===== config.mk =====
export PLATFORM = sky130hd
export DESIGN_NAME = ptpgr_regs
export DESIGN_NICKNAME = d
export VERILOG_FILES = /design/src/ptpgr_pkg.sv /design/src/ptpgr_regs.sv /design/src/ptpgr_w1c_flag.sv
export SDC_FILE = /design/constraint.sdc
export NUM_CORES = 1
export LEC_CHECK = 0
export BUFFER_PORTS_ARGS = -buffer_cell sky130_fd_sc_hd__buf_2
export CAP_MARGIN = 20
export CORE_ASPECT_RATIO = 0.5
export CORE_MARGIN = 2
export CORE_UTILIZATION = 46
export DETAILED_ROUTE_END_ITERATION = 12
export HOLD_SLACK_MARGIN = 0.12
export PLACE_DENSITY = 0.9
export SYNTH_ARGS = -nofsm -noshare
export SYNTH_HDL_FRONTEND = slang
export SYNTH_SLANG_ARGS = --single-unit

===== constraint.sdc =====
create_clock -name i_clk -period 2.7 [get_ports i_clk]
set_clock_uncertainty 0.15 [all_clocks]
set_input_delay 0.27 -clock i_clk [delete_from_list [all_inputs] [get_ports i_clk]]
set_output_delay 0.27 -clock i_clk [all_outputs]
set_load 0.02 [all_outputs]

===== src/ptpgr_pkg.sv =====
// constants and register map for the ptp global index and status registers
package ptpgr_pkg;
  localparam int          ADDR_W          = 12;
  localparam logic [11:0] OFF_VER_DOMAIN  = 12'h518;
  localparam logic [11:0] OFF_MSG_CFG     = 12'h514;
  localparam logic [11:0] OFF_UNIT_INDEX  = 12'h520;
  localparam logic [11:0] OFF_TRIG_FLAGS  = 12'h524;
  localparam logic [11:0] OFF_IRQ_STATUS  = 12'h5c0;
  localparam logic [11:0] OFF_IRQ_MASK    = 12'h5c4;
  localparam logic [11:0] OFF_WIN_LO      = 12'h52c;
  localparam logic [11:0] OFF_WIN_HI      = 12'h5b3;
  localparam int          VER_LSB         = 8;
  localparam int          VER_W           = 4;
  localparam logic [3:0]  VER_RST         = 4'h2;
  localparam int          DOM_LSB         = 0;
  localparam int          DOM_W           = 8;
  localparam logic [7:0]  DOM_RST         = 8'h00;
  localparam int          DOM_CHK_BIT     = 4;
  localparam int          TS_SEL_BIT      = 8;
  localparam int          TRIG_SEL_LSB    = 0;
  localparam int          N_TRIG          = 3;
  localparam int          ERR_LSB         = 16;
  localparam int          DONE_LSB        = 0;
  localparam logic [1:0]  TRIG_SEL_RSVD   = 2'h3;
endpackage


===== src/ptpgr_regs.sv =====
`timescale 1ns/10ps
// ptp global version/domain, unit index and trigger flag registers
// How it works
// - capture a received message only when its version equals setting
// - drop received timing packets with a mismatching version
// - with domain check on, capture only messages matching domain
// - with domain check off, the domain field is ignored
// - unit window accesses go to the selected timestamp/trigger unit
// - timestamp select bit picks unit 1 when set, resets to 0
// - trigger select codes 00,01,10 pick units 0..2; 11 reserved
// - late trigger with interrupt enable sets error flag, interrupts
// - error flag clears on trigger enable going low or write one
// - trigger done with interrupt enable sets done flag; w1c
// - config bit 4 enables domain check; mismatches are dropped
module ptpgr_regs
  import ptpgr_pkg::*;
(
  input  wire logic                      i_clk,            // system clock
  input  wire logic                      i_reset,          // sync reset
  input  wire logic [ptpgr_pkg::ADDR_W-1:0] i_address,     // byte address
  input  wire logic                      i_read,           // avalon read
  input  wire logic                      i_write,          // avalon write
  input  wire logic [3:0]                i_byteenable,     // byte lanes
  input  wire logic [31:0]               i_writedata,      // write data
  output logic [31:0]                    o_readdata,       // read data
  output logic                           o_waitrequest,    // stall
  output logic                           o_irq,            // interrupt
  input  wire logic                      i_msg_valid,      // rx msg strobe
  input  wire logic [3:0]                i_msg_version,    // rx version
  input  wire logic [7:0]                i_msg_domain,     // rx domain
  output logic                           o_msg_capture,    // take message
  output logic                           o_msg_drop,       // drop message
  input  wire logic [2:0]                i_trig_late,      // time < now
  input  wire logic [2:0]                i_trig_done,      // output made
  input  wire logic [2:0]                i_trig_int_en,    // notify enable
  input  wire logic [2:0]                i_trig_en,        // trigger enable
  output logic                           o_win_sel,        // window access
  output logic                           o_win_read,       // window read
  output logic                           o_win_write,      // window write
  output logic                           o_timestamp_unit_select, // ts unit
  output logic [2:0]                     o_trigger_unit_onehot,   // trig
  input  wire logic [31:0]               i_win_readdata,   // unit data
  output logic [3:0]                     o_version_setting, // version
  output logic [7:0]                     o_domain_match_value, // domain
  output logic                           o_domain_check_en // domain check
);
  import ptpgr_pkg::*;

  logic [3:0]  version_r;
  logic [7:0]  domain_match_value_r;
  logic        domain_check_r;
  logic        timestamp_unit_select_r;
  logic [1:0]  trigger_unit_select_r;
  logic [2:0]  trig_en_d_r;
  logic [2:0]  err_flag;
  logic [2:0]  done_flag;
  logic [2:0]  err_set;
  logic [2:0]  err_clr;
  logic [2:0]  done_clr;
  logic [5:0]  irq_status_r;
  logic [5:0]  irq_mask_r;
  logic [5:0]  irq_events;
  logic        ack_r;
  logic        req;
  logic        in_win;
  logic [31:0] rdata_nxt;
  logic [31:0] wmask;
  logic        wr_ver;
  logic        wr_cfg;
  logic        wr_idx;
  logic        wr_flags;
  logic        wr_mask;
  logic        rd_status;
  logic [31:0] flags_word;
  logic [31:0] ver_word;
  logic [31:0] cfg_word;
  logic [31:0] idx_word;
  logic [31:0] status_word;
  logic [31:0] mask_word;
  logic [2:0]  done_set;
  logic [2:0]  en_fall;
  logic        wr_err_lane;
  logic        wr_done_lane;
  logic [5:0]  status_seen;
  logic        rd_first;

  // one wait cycle per access, acked on the second
  assign req           = i_read | i_write;
  assign o_waitrequest = req & ~ack_r;

  always_ff @(posedge i_clk) begin
    if (i_reset) begin
      ack_r <= 1'b0;
    end else begin
      ack_r <= req & ~ack_r;
    end
  end

  assign wmask = {{8{i_byteenable[3]}}, {8{i_byteenable[2]}},
                  {8{i_byteenable[1]}}, {8{i_byteenable[0]}}};

  assign in_win = (i_address >= OFF_WIN_LO) && (i_address <= OFF_WIN_HI);

  wire   wr_go = i_write & ack_r;
  assign wr_ver    = wr_go && (i_address == OFF_VER_DOMAIN);
  assign wr_cfg    = wr_go && (i_address == OFF_MSG_CFG);
  assign wr_idx    = wr_go && (i_address == OFF_UNIT_INDEX);
  assign wr_flags  = wr_go && (i_address == OFF_TRIG_FLAGS);
  assign wr_mask   = wr_go && (i_address == OFF_IRQ_MASK);
  assign rd_status = i_read && ack_r && (i_address == OFF_IRQ_STATUS);

  // window strobes decode the address only; unit selection is left to the select outputs
  assign o_win_sel   = in_win & req;
  assign o_win_read  = in_win & i_read & ack_r;
  assign o_win_write = in_win & wr_go;
  assign o_timestamp_unit_select = timestamp_unit_select_r;

  always_comb begin
    o_trigger_unit_onehot = 3'b000;
    case (trigger_unit_select_r)
      2'h0: begin
        o_trigger_unit_onehot = 3'b001;
      end
      2'h1: begin
        o_trigger_unit_onehot = 3'b010;
      end
      2'h2: begin
        o_trigger_unit_onehot = 3'b100;
      end
      default: begin
        // reserved code reaches no trigger unit
        o_trigger_unit_onehot = 3'b000;
      end
    endcase
  end

  always_ff @(posedge i_clk) begin
    if (i_reset) begin
      version_r            <= VER_RST;
      domain_match_value_r <= DOM_RST;
    end else if (wr_ver) begin
      if (i_byteenable[1]) begin
        version_r <= i_writedata[VER_LSB +: VER_W];
      end
      if (i_byteenable[0]) begin
        domain_match_value_r <= i_writedata[DOM_LSB +: DOM_W];
      end
    end
  end

  always_ff @(posedge i_clk) begin
    if (i_reset) begin
      domain_check_r <= 1'b0;
    end else if (wr_cfg && i_byteenable[0]) begin
      domain_check_r <= i_writedata[DOM_CHK_BIT];
    end
  end

  always_ff @(posedge i_clk) begin
    if (i_reset) begin
      timestamp_unit_select_r <= 1'b0;
      trigger_unit_select_r   <= 2'h0;
    end else if (wr_idx) begin
      if (i_byteenable[1]) begin
        timestamp_unit_select_r <= i_writedata[TS_SEL_BIT];
      end
      if (i_byteenable[0]) begin
        trigger_unit_select_r <= i_writedata[TRIG_SEL_LSB +: 2];
      end
    end
  end

  assign o_version_setting    = version_r;
  assign o_domain_match_value = domain_match_value_r;
  assign o_domain_check_en    = domain_check_r;

  // message filter decision, registered
  wire ver_ok = (i_msg_version == version_r);
  wire dom_ok = ~domain_check_r |
                (i_msg_domain == domain_match_value_r);

  wire msg_pass = ver_ok & dom_ok;

  // capture pulse, one cycle after the message strobe
  always_ff @(posedge i_clk) begin
    if (i_reset) begin
      o_msg_capture <= 1'b0;
    end else begin
      o_msg_capture <= i_msg_valid & msg_pass;
    end
  end

  // drop pulse, never together with capture
  always_ff @(posedge i_clk) begin
    if (i_reset) begin
      o_msg_drop <= 1'b0;
    end else begin
      o_msg_drop <= i_msg_valid & ~msg_pass;
    end
  end

  // trigger enable falling edge clears the late flag
  always_ff @(posedge i_clk) begin
    if (i_reset) begin
      trig_en_d_r <= 3'b000;
    end else begin
      trig_en_d_r <= i_trig_en;
    end
  end

  // events only count with the unit's notify enable
  assign err_set  = i_trig_late & i_trig_int_en;
  assign done_set = i_trig_done & i_trig_int_en;

  // enable going low clears the late flag of that unit
  assign en_fall      = trig_en_d_r & ~i_trig_en;
  assign wr_err_lane  = wr_flags & i_byteenable[2];
  assign wr_done_lane = wr_flags & i_byteenable[0];

  // ones clear, zeros leave the flag alone
  assign err_clr  = en_fall |
                    ({3{wr_err_lane}} &
                     i_writedata[ERR_LSB +: N_TRIG]);
  assign done_clr = {3{wr_done_lane}} &
                    i_writedata[DONE_LSB +: N_TRIG];

  genvar g;
  generate
    // late error flags, bits 18..16
    for (g = 0; g < N_TRIG; g++) begin : g_err
      ptpgr_w1c_flag u_err (
        .i_clk   (i_clk),
        .i_reset (i_reset),
        .i_set   (err_set[g]),
        .i_clr   (err_clr[g]),
        .o_flag  (err_flag[g])
      );
    end
    // done flags, bits 2..0
    for (g = 0; g < N_TRIG; g++) begin : g_done
      ptpgr_w1c_flag u_done (
        .i_clk   (i_clk),
        .i_reset (i_reset),
        .i_set   (done_set[g]),
        .i_clr   (done_clr[g]),
        .o_flag  (done_flag[g])
      );
    end
  endgenerate

  // interrupt status: sticky, cleared by read, set wins
  assign irq_events = {err_set, done_set};

  // read data was loaded a cycle before the ack, so clear only
  // the bits actually returned; later events survive the read
  assign status_seen = o_readdata[5:0];

  always_ff @(posedge i_clk) begin
    if (i_reset) begin
      irq_status_r <= 6'h00;
    end else if (rd_status) begin
      irq_status_r <= (irq_status_r & ~status_seen) | irq_events;
    end else begin
      irq_status_r <= irq_status_r | irq_events;
    end
  end

  always_ff @(posedge i_clk) begin
    if (i_reset) begin
      irq_mask_r <= 6'h00;
    end else if (wr_mask && i_byteenable[0]) begin
      irq_mask_r <= i_writedata[5:0] & wmask[5:0];
    end
  end

  always_ff @(posedge i_clk) begin
    if (i_reset) begin
      o_irq <= 1'b0;
    end else begin
      o_irq <= |(irq_status_r & irq_mask_r);
    end
  end

  // read-back words, reserved bits read as zero
  assign flags_word  = {13'h0000, err_flag, 13'h0000, done_flag};
  assign ver_word    = {20'h00000, version_r, domain_match_value_r};
  assign cfg_word    = {27'h0000000, domain_check_r, 4'h0};
  assign idx_word    = {23'h000000, timestamp_unit_select_r, 6'h00,
                        trigger_unit_select_r};
  assign status_word = {26'h0000000, irq_status_r};
  assign mask_word   = {26'h0000000, irq_mask_r};

  always_comb begin
    rdata_nxt = 32'h0000_0000;
    if (in_win) begin
      rdata_nxt = i_win_readdata;
    end else begin
      case (i_address)
        OFF_VER_DOMAIN: begin
          rdata_nxt = ver_word;
        end
        OFF_MSG_CFG: begin
          rdata_nxt = cfg_word;
        end
        OFF_UNIT_INDEX: begin
          rdata_nxt = idx_word;
        end
        OFF_TRIG_FLAGS: begin
          rdata_nxt = flags_word;
        end
        OFF_IRQ_STATUS: begin
          rdata_nxt = status_word;
        end
        OFF_IRQ_MASK: begin
          rdata_nxt = mask_word;
        end
        default: begin
          // unmapped addresses read zero
          rdata_nxt = 32'h0000_0000;
        end
      endcase
    end
  end

  // sampled in the wait cycle of a read
  assign rd_first = i_read & ~ack_r;

  // read data held in a flop, valid while waitrequest is low
  always_ff @(posedge i_clk) begin
    if (i_reset) begin
      o_readdata <= 32'h0000_0000;
    end else if (rd_first) begin
      o_readdata <= rdata_nxt;
    end
  end

endmodule // ptpgr_regs


===== src/ptpgr_w1c_flag.sv =====
`timescale 1ns/10ps
// one sticky flag: hardware set beats software clear
module ptpgr_w1c_flag (
  input  wire logic i_clk,    // system clock
  input  wire logic i_reset,  // sync reset, active high
  input  wire logic i_set,    // hardware event
  input  wire logic i_clr,    // clearing request
  output logic      o_flag    // sticky flag
);
  always_ff @(posedge i_clk) begin
    if (i_reset) begin
      o_flag <= 1'b0;
    end else if (i_set) begin
      o_flag <= 1'b1;
    end else if (i_clr) begin
      o_flag <= 1'b0;
    end
  end
endmodule // ptpgr_w1c_flag


# --- Word level (Yosys, flattened, before mapping) ---
# Cells that the tools add are included.
word_totals:
  register_bits: 73
  in_bits: 109
  output_inout_bits: 56
  wordCells: 99
classes:
  order_cmp: 2
  n_eq_ne: 10
  mux: 16
  n_bitwise: 30
  reduce_logical: 22
op_table:
  columns: ["operator", "n"]
  rows:
  - ["19-bit case mux with 6 select lines", 1]
  - ["12-bit by 11-bit == test with 1-bit output (second input constant)", 6]
  - ["32-bit 2-to-1 mux", 1]
  - ["6-bit bitwise AND", 3]
  - ["3-bit bitwise AND", 5]
  - ["1-bit bitwise AND", 12]
  - ["12-bit by 11-bit greater-or-equal comparator with 1-bit output (second input constant)", 1]
  - ["12-bit by 11-bit <= comparator with 1-bit output (second input constant)", 1]
  - ["1-bit 2-to-1 mux", 12]
  - ["6-bit bitwise OR", 2]
  - ["2-bit nonzero test", 6]
  - ["1-bit logical AND", 10]
  - ["3-bit case mux with 3 select lines", 1]
  - ["8-bit == test", 1]
  - ["2-bit AND reduction", 4]
  - ["6-bit 2-to-1 mux", 1]
  - ["6-bit NOT", 1]
  - ["6-bit OR reduction", 1]
  - ["4-bit == test", 1]
  - ["1-bit NOT", 3]
  - ["3-bit NOT", 1]
  - ["3-bit bitwise OR", 1]
  - ["2-bit by 1-bit == test with 1-bit output (second input constant)", 1]
  - ["2-bit == test (second input constant)", 1]
  - ["2 further kinds", 3]

# --- Logic depth before layout (Yosys ltp) ---
depth:
  word_depth: 7
  ltp_mapped: 7
  mapped_depth_nobuf: 4

# --- By module ---
# Synthesis repeated with hierarchy kept, for this count alone.
hier_totals:
  cells_unflattened: 444
  area_unflattened_um2: 3626.0
by_module_without_submodules:
  columns: ["module", "instances", "cells_per_inst", "area_per_inst_um2", "seq_area_each_um2"]
  rows:
  - ["ptpgr_regs", 1, 420, 3393.3, 1341.3]
  - ["ptpgr_w1c_flag", 6, 4, 38.8, 20.0]

# --- Worst setup path after synthesis ---
# OpenSTA, ideal clock, no wires.
synth_timing:
  kind: "input to output"
  start: "input i_address[9] (netlist bit)"
  end: "output o_win_read"
  t_arrival_ps: 1724
  t_required_ps: 2280
  slack_ps: 556
  stages: 6
  n_path_buf: 2
  cell_sequence: "nor4bb_1 -> and3_1 -> clkbuf_1 -> clkbuf_1 -> nand2_1 -> nor2_1"
synth_between:
  elab_chain_len: 4
  elab_cells_between_ends: 5
  cone_classes: "2 x order compare; 2 x bitwise; 1 x reduce/logical"
synth_lines:
  columns: ["element", "line_no", "rtl"]
  rows:
  - ["start: declaration", "ptpgr_regs.sv:20", "input wire logic [ptpgr_pkg::ADDR_W-1:0] i_address,"]
  - ["12-bit by 11-bit greater-or-equal comparator with 1-bit output / 12-bit by 11-bit <= comparator with 1-bit output (equally long branches)", "ptpgr_regs.sv:102", "assign in_win = (i_address >= OFF_WIN_LO) && (i_address <= OFF_WIN_HI);"]
  - ["1-bit logical AND (*)", "ptpgr_regs.sv:102", null]
  - ["1-bit bitwise AND (*) (2 in a row)", "ptpgr_regs.sv:114", "assign o_win_read = in_win & i_read & ack_r;"]
  - ["end: declaration", "ptpgr_regs.sv:38", "output logic o_win_read,"]
# Every way passes the cells marked *; elsewhere a longest branch is shown, timed or not.

# --- Worst setup path in the final report ---
layout_timing:
  start: "input i_address[7] (netlist bit)"
  end: "register g_err[1].u_err.o_flag"
layout_between:
  elab_chain_len: 6
layout_lines:
  columns: ["element", "line_no", "rtl"]
  rows:
  - ["12-bit by 11-bit == test with 1-bit output", "ptpgr_regs.sv:108", "assign wr_flags = wr_go && (i_address == OFF_TRIG_FLAGS);"]
  - ["1-bit logical AND", "ptpgr_regs.sv:108", null]
  - ["1-bit bitwise AND", "ptpgr_regs.sv:217", "assign wr_err_lane = wr_flags & i_byteenable[2];"]
  - ["3-bit bitwise AND", "ptpgr_regs.sv:222", "({3{wr_err_lane}} &"]
  - ["3-bit bitwise OR", "ptpgr_regs.sv:221", "assign err_clr = en_fall |"]
  - ["2-bit nonzero test (no line)", null, null]
  - ["end signal: assignment", "ptpgr_w1c_flag.sv:12", "o_flag <= 1'b0;"]
  - ["end signal: assignment", "ptpgr_w1c_flag.sv:14", "o_flag <= 1'b1;"]
  - ["end signal: assignment", "ptpgr_w1c_flag.sv:16", "o_flag <= 1'b0;"]
  - ["end: declaration", "ptpgr_w1c_flag.sv:8", "output logic o_flag"]
# No other way between the ends.
# A chain may end at the register's enable or synchronous reset.

==> flow_results.org <==
** Logic synthesis
- After synthesis, the most frequently instantiated cells are dfxtp_1 (73), nand2_1 (42), nor2_1 (37).
- Among all flip-flop cells after synthesis, the most frequent one is dfxtp_1.
- The synthesized netlist occupies a cell area of 0.00344 mm².
- Count of mapped cells out of synthesis :: roughly 400
- In this run the mean area of a mapped cell was approximately 8.7 µm².
- Number of flops mapped to enable cells by yosys :: 0
- Dominant cell by count in the synthesized netlist :: dfxtp_1
- The largest total area in the synthesized netlist belongs to dfxtp_1.
- Counting distinct cell types in the post-synthesis netlist gives 46.
- Proportion of netlist area held by the largest area contributor :: 0.424
- Number of warnings reported in the yosys synthesis log :: 0
- Share of async-settable or async-resettable flops after synthesis :: 0
- For this run, the register share of the synthesized area comes to 0.424.
- In this run, synthesis produced a sequential element count of 73.
- Leading post-synthesis cells by cell area :: dfxtp_1 (42%), mux2i_1 (6.4%), nand2_1 (4.6%), a21oi_1 (4.4%), nor2_1 (4.0%)
- Synthesis produced a netlist with a net count of 506.

** Clock tree
- Clock tree synthesis found a total of 73 sinks.
- In this run, CTS created clock tree buffers numbering 9.
- Clk slew on worst S/H paths :: 0.06 ns
- Post-cts sizing count :: 0
- The clock passes through at most 2 buffers.
- Source-to-sink clock delay at the later pin of the worst-skew pair :: 0.33 ns
- Number of H-tree levels :: 3
- TritonCTS built the clock tree.
- Root Driver :: clkbuf_16

** Placed design
- After legalization and detailed placement, the total HPWL measured 7.21 mm.
- Cell area after placement :: 0.00425 mm²
- Buffers on Ports :: about 150
- Including well taps, the total number of placed cells is 616.
- At the end of routability-driven placement, the weighted congestion stood at slightly above 0.9.
- Pre-CTS setup slack :: 0.489 ns

** Pwr
- The share of total power dissipated in combinational logic is 0.125.
- Net switching power figure :: 0.693 mW
- Clock share of power :: 0.494
- Sequential fraction of design power :: 0.381
- The internal portion of the total power is 2.29 mW.
- Of the total power, the share spent switching nets is 0.233.
- Power per Cell Area :: ~570 mW/mm²
- In this run the static leakage power is around 2.2 nW.
- Total Power Consumption :: 2.98 mW
- IR analysis of the VDD net gives a maximum drop of 0.000508 V.

** Worst setup path
- For the worst setup path, the data arrival time is 2.51 ns.
- Critical Setup Path Class :: input port to flop
- Among cell families on the critical path, the largest total delay comes from simple AND/OR/NAND/NOR gates.
- Crit-path slowest cell :: or4b_1
- In this run the critical register-to-register path is launched from ack_r$_SDFF_PP0_.
- The critical path goes through buf_2 -> or4b_1 -> or4_4 -> nor2_1 -> a31oi_1 -> dlygate4sd3_1.
- CP required :: ~2.8 ns
- Count of buffer and inverter cells on the critical path :: 2
- Endpoint type of the worst setup path :: flop
- Largest fanout on the critical path :: 11
- The most critical setup path has its startpoint at i_address[7].
- The worst setup path is launched from an input port.
- The largest single stage delay on the critical path is 0.59 ns.

** STA
- Actual transition at the worst max-transition pin :: 0.621 ns
- Final number of hold-violating endpoints :: 0
- Final worst path period share :: 0.907
- Setup violations remaining at the end of the flow were counted as 0.
- For the finished layout, the period the worst path requires is roughly 2.4 ns.
- Worst Slack Setup Final :: ~0.25 ns
- Setup repair after global routing missed its margin :: no
- Max-slew headroom at the worst pin :: 0.586
- Timing-limited maximum frequency :: between 0.4 and 0.5 GHz
- Final hold analysis gives a worst-case slack of 0.134 ns.
- In the final timing run, aggregate negative setup slack is 0 ns.
- Slew Limit Fails :: 0

** Routing
- Remaining DRCs :: 0
- After detailed routing, the total wire length is 12.4 mm.
- Number of vias after detailed routing :: just over 4000
- Vias per cell :: 5.94
- The count of nets left with antenna violations once routing finished came out at 0.
- Total iterations of the first detailed-routing run :: 5
- After the first detailed-routing iteration, the DRC count stood at 462.
- Dividing the detail-routed wire length by the instance count gives between 15 and 20 µm.

** Layout
- Core utilization of the finished layout :: 0.715
- Final Cell Area :: 0.00522 mm²
- Number of nets at the end of the flow :: 700
- Filler cell count in the final layout :: 469
- Number of cells in the finished layout apart from fillers :: about 690
- Relative to the synthesized area, the layout overhead comes to 51.5%.
- Share of cells above drive strength 1 :: 0.317

** GRT
- Global route total overflow :: 0
- Global-route wire length before repair :: 19.3 mm
- Via count of the first global-routing pass :: approximately 3900
- Largest net degree at the start of global routing :: between 40 and 50
- Global router's overall resource usage :: 0.299
- The number of antenna violations at the first check in global routing is 0.

** Floorplan
- From bottom edge to top edge, the die measures 65.2 µm.
- The initial utilization of the core area, before any placement, comes to 0.472.
- Top-level port count :: 165
- X dimension of the die :: 126 µm
- CORE AREA :: roughly 0.0073 mm²
- Site row count :: 22
- Die area :: 0.00824 mm²

** Min path
- The startpoint identified for the worst hold timing path is i_trig_int_en[0].
- The tightest min-delay check is of the input port to flop type.

** Job
- Max-cap violations in this run came to 0.

** Status
- The run finished with clean final reports.
==> sequential cells by signal, indices dropped and copies added, names as in the netlist <==
name	cells
o_msg_drop	1
o_irq	1
o_domain_match_value	8
ack_r	1
trig_en_d_r	3
o_msg_capture	1
irq_mask_r	6
o_readdata	32
g_err.u_err.o_flag	3
g_done.u_done.o_flag	3
o_timestamp_unit_select	1
o_version_setting	4
irq_status_r	6
trigger_unit_select_r	2
o_domain_check_en	1
==> worst min-delay path: stages <==
cell and delay (ns):
buf_2 0.11, nand2_1 0.11, a21oi_1 0.08
==> metal layers <==
layer | up-vias | global-route usage | wire length (µm)
met5 | - | 0 | 0
met4 | 0 | 0.161 | 599
met3 | 86 | 0.0806 | 1190
met2 | 306 | 0.527 | 5910
met1 | 1892 | 0.335 | 4710
li1 | 1831 | - | -
==> timing repair <==
item                                   4_1_cts  5_1_grt
endpoints found under the hold margin       64        0
hold buffers                                60        0
setup buffers                                0        0
==> power by group through the flow <==
| stage | clock, mW | sequential (mW) | combinational [mW] |
|---|---|---|---|
| final | 1.47 | 1.13 | 0.372 |
| after global routing | 1.52 | 1.14 | 0.395 |
| after CTS | 1.48 | 1.13 | 0.354 |
| after detailed placement | 0 | 1.15 | 0.285 |
| after global placement | 0 | 1.15 | 0.278 |
| after floorplan | 0 | 1.17 | 0.140 |
==> cell type report <==
cell class | instances | area, µm² | area share
inverter | 10 | 37.5 | 0.00720
clock inverter | 7 | 141 | 0.0271
antenna | 1 | 2.50 | 0.000480
tap | 96 | 120 | 0.0230
timing repair buffer | 214 | 1400 | 0.269
sequential | 73 | 1460 | 0.280
clock buffer | 9 | 225 | 0.0432
multi-input combinational | 283 | 1820 | 0.350
==> final timing paths <==
path / endpoint / slack, ns / cells past startpoint
setup reg to reg: g_err[1].u_err.o_flag$_SDFFE_PP0P_ / 0.74 / 4
hold reg to reg: o_readdata[13]$_SDFFE_PP0P_ / 0.30 / 2
hold / removal: g_done[0].u_done.o_flag$_SDFFE_PP0P_ / 0.13 / 3
setup / recovery: g_err[1].u_err.o_flag$_SDFFE_PP0P_ / 0.25 / 6
==> layout by cell type, fill, tap and decap left out, types with 4 or more instances in the layout <==
master         netlist  layout
buf_2                5     146
dfxtp_1             73      73
dlygate4sd3_1        0      60
nand2_1             42      42
nor2_1              37      37
a21oi_1             30      30
mux2i_1             22      22
nand4_1             21      21
nand3_1             16      16
a31oi_1             11      11
inv_1               10      10
o21ai_1              9       9
a311oi_1             9       9
clkbuf_16            0       9
xor2_1               8       8
a21o_1               7       7
mux2_2               7       7
buf_4                0       7
nor2b_1              7       6
nor4_1               5       5
a22oi_1              5       5
nor3_1               4       4
xnor2_1              4       4
bufinv_16            0       4
==> logic make-up (layout without fill, tap and decap cells) <==
family,Yosys count,in the layout,synth area share
flops,73,73,0.424
buf+inv,41,240,0.0465
xor+xnor,12,12,0.0305
compound gates,83,83,0.153
mux,29,29,0.0868
simple gates,159,159,0.259
other cells,0,1,0
Power figures use the tool's default switching activity.
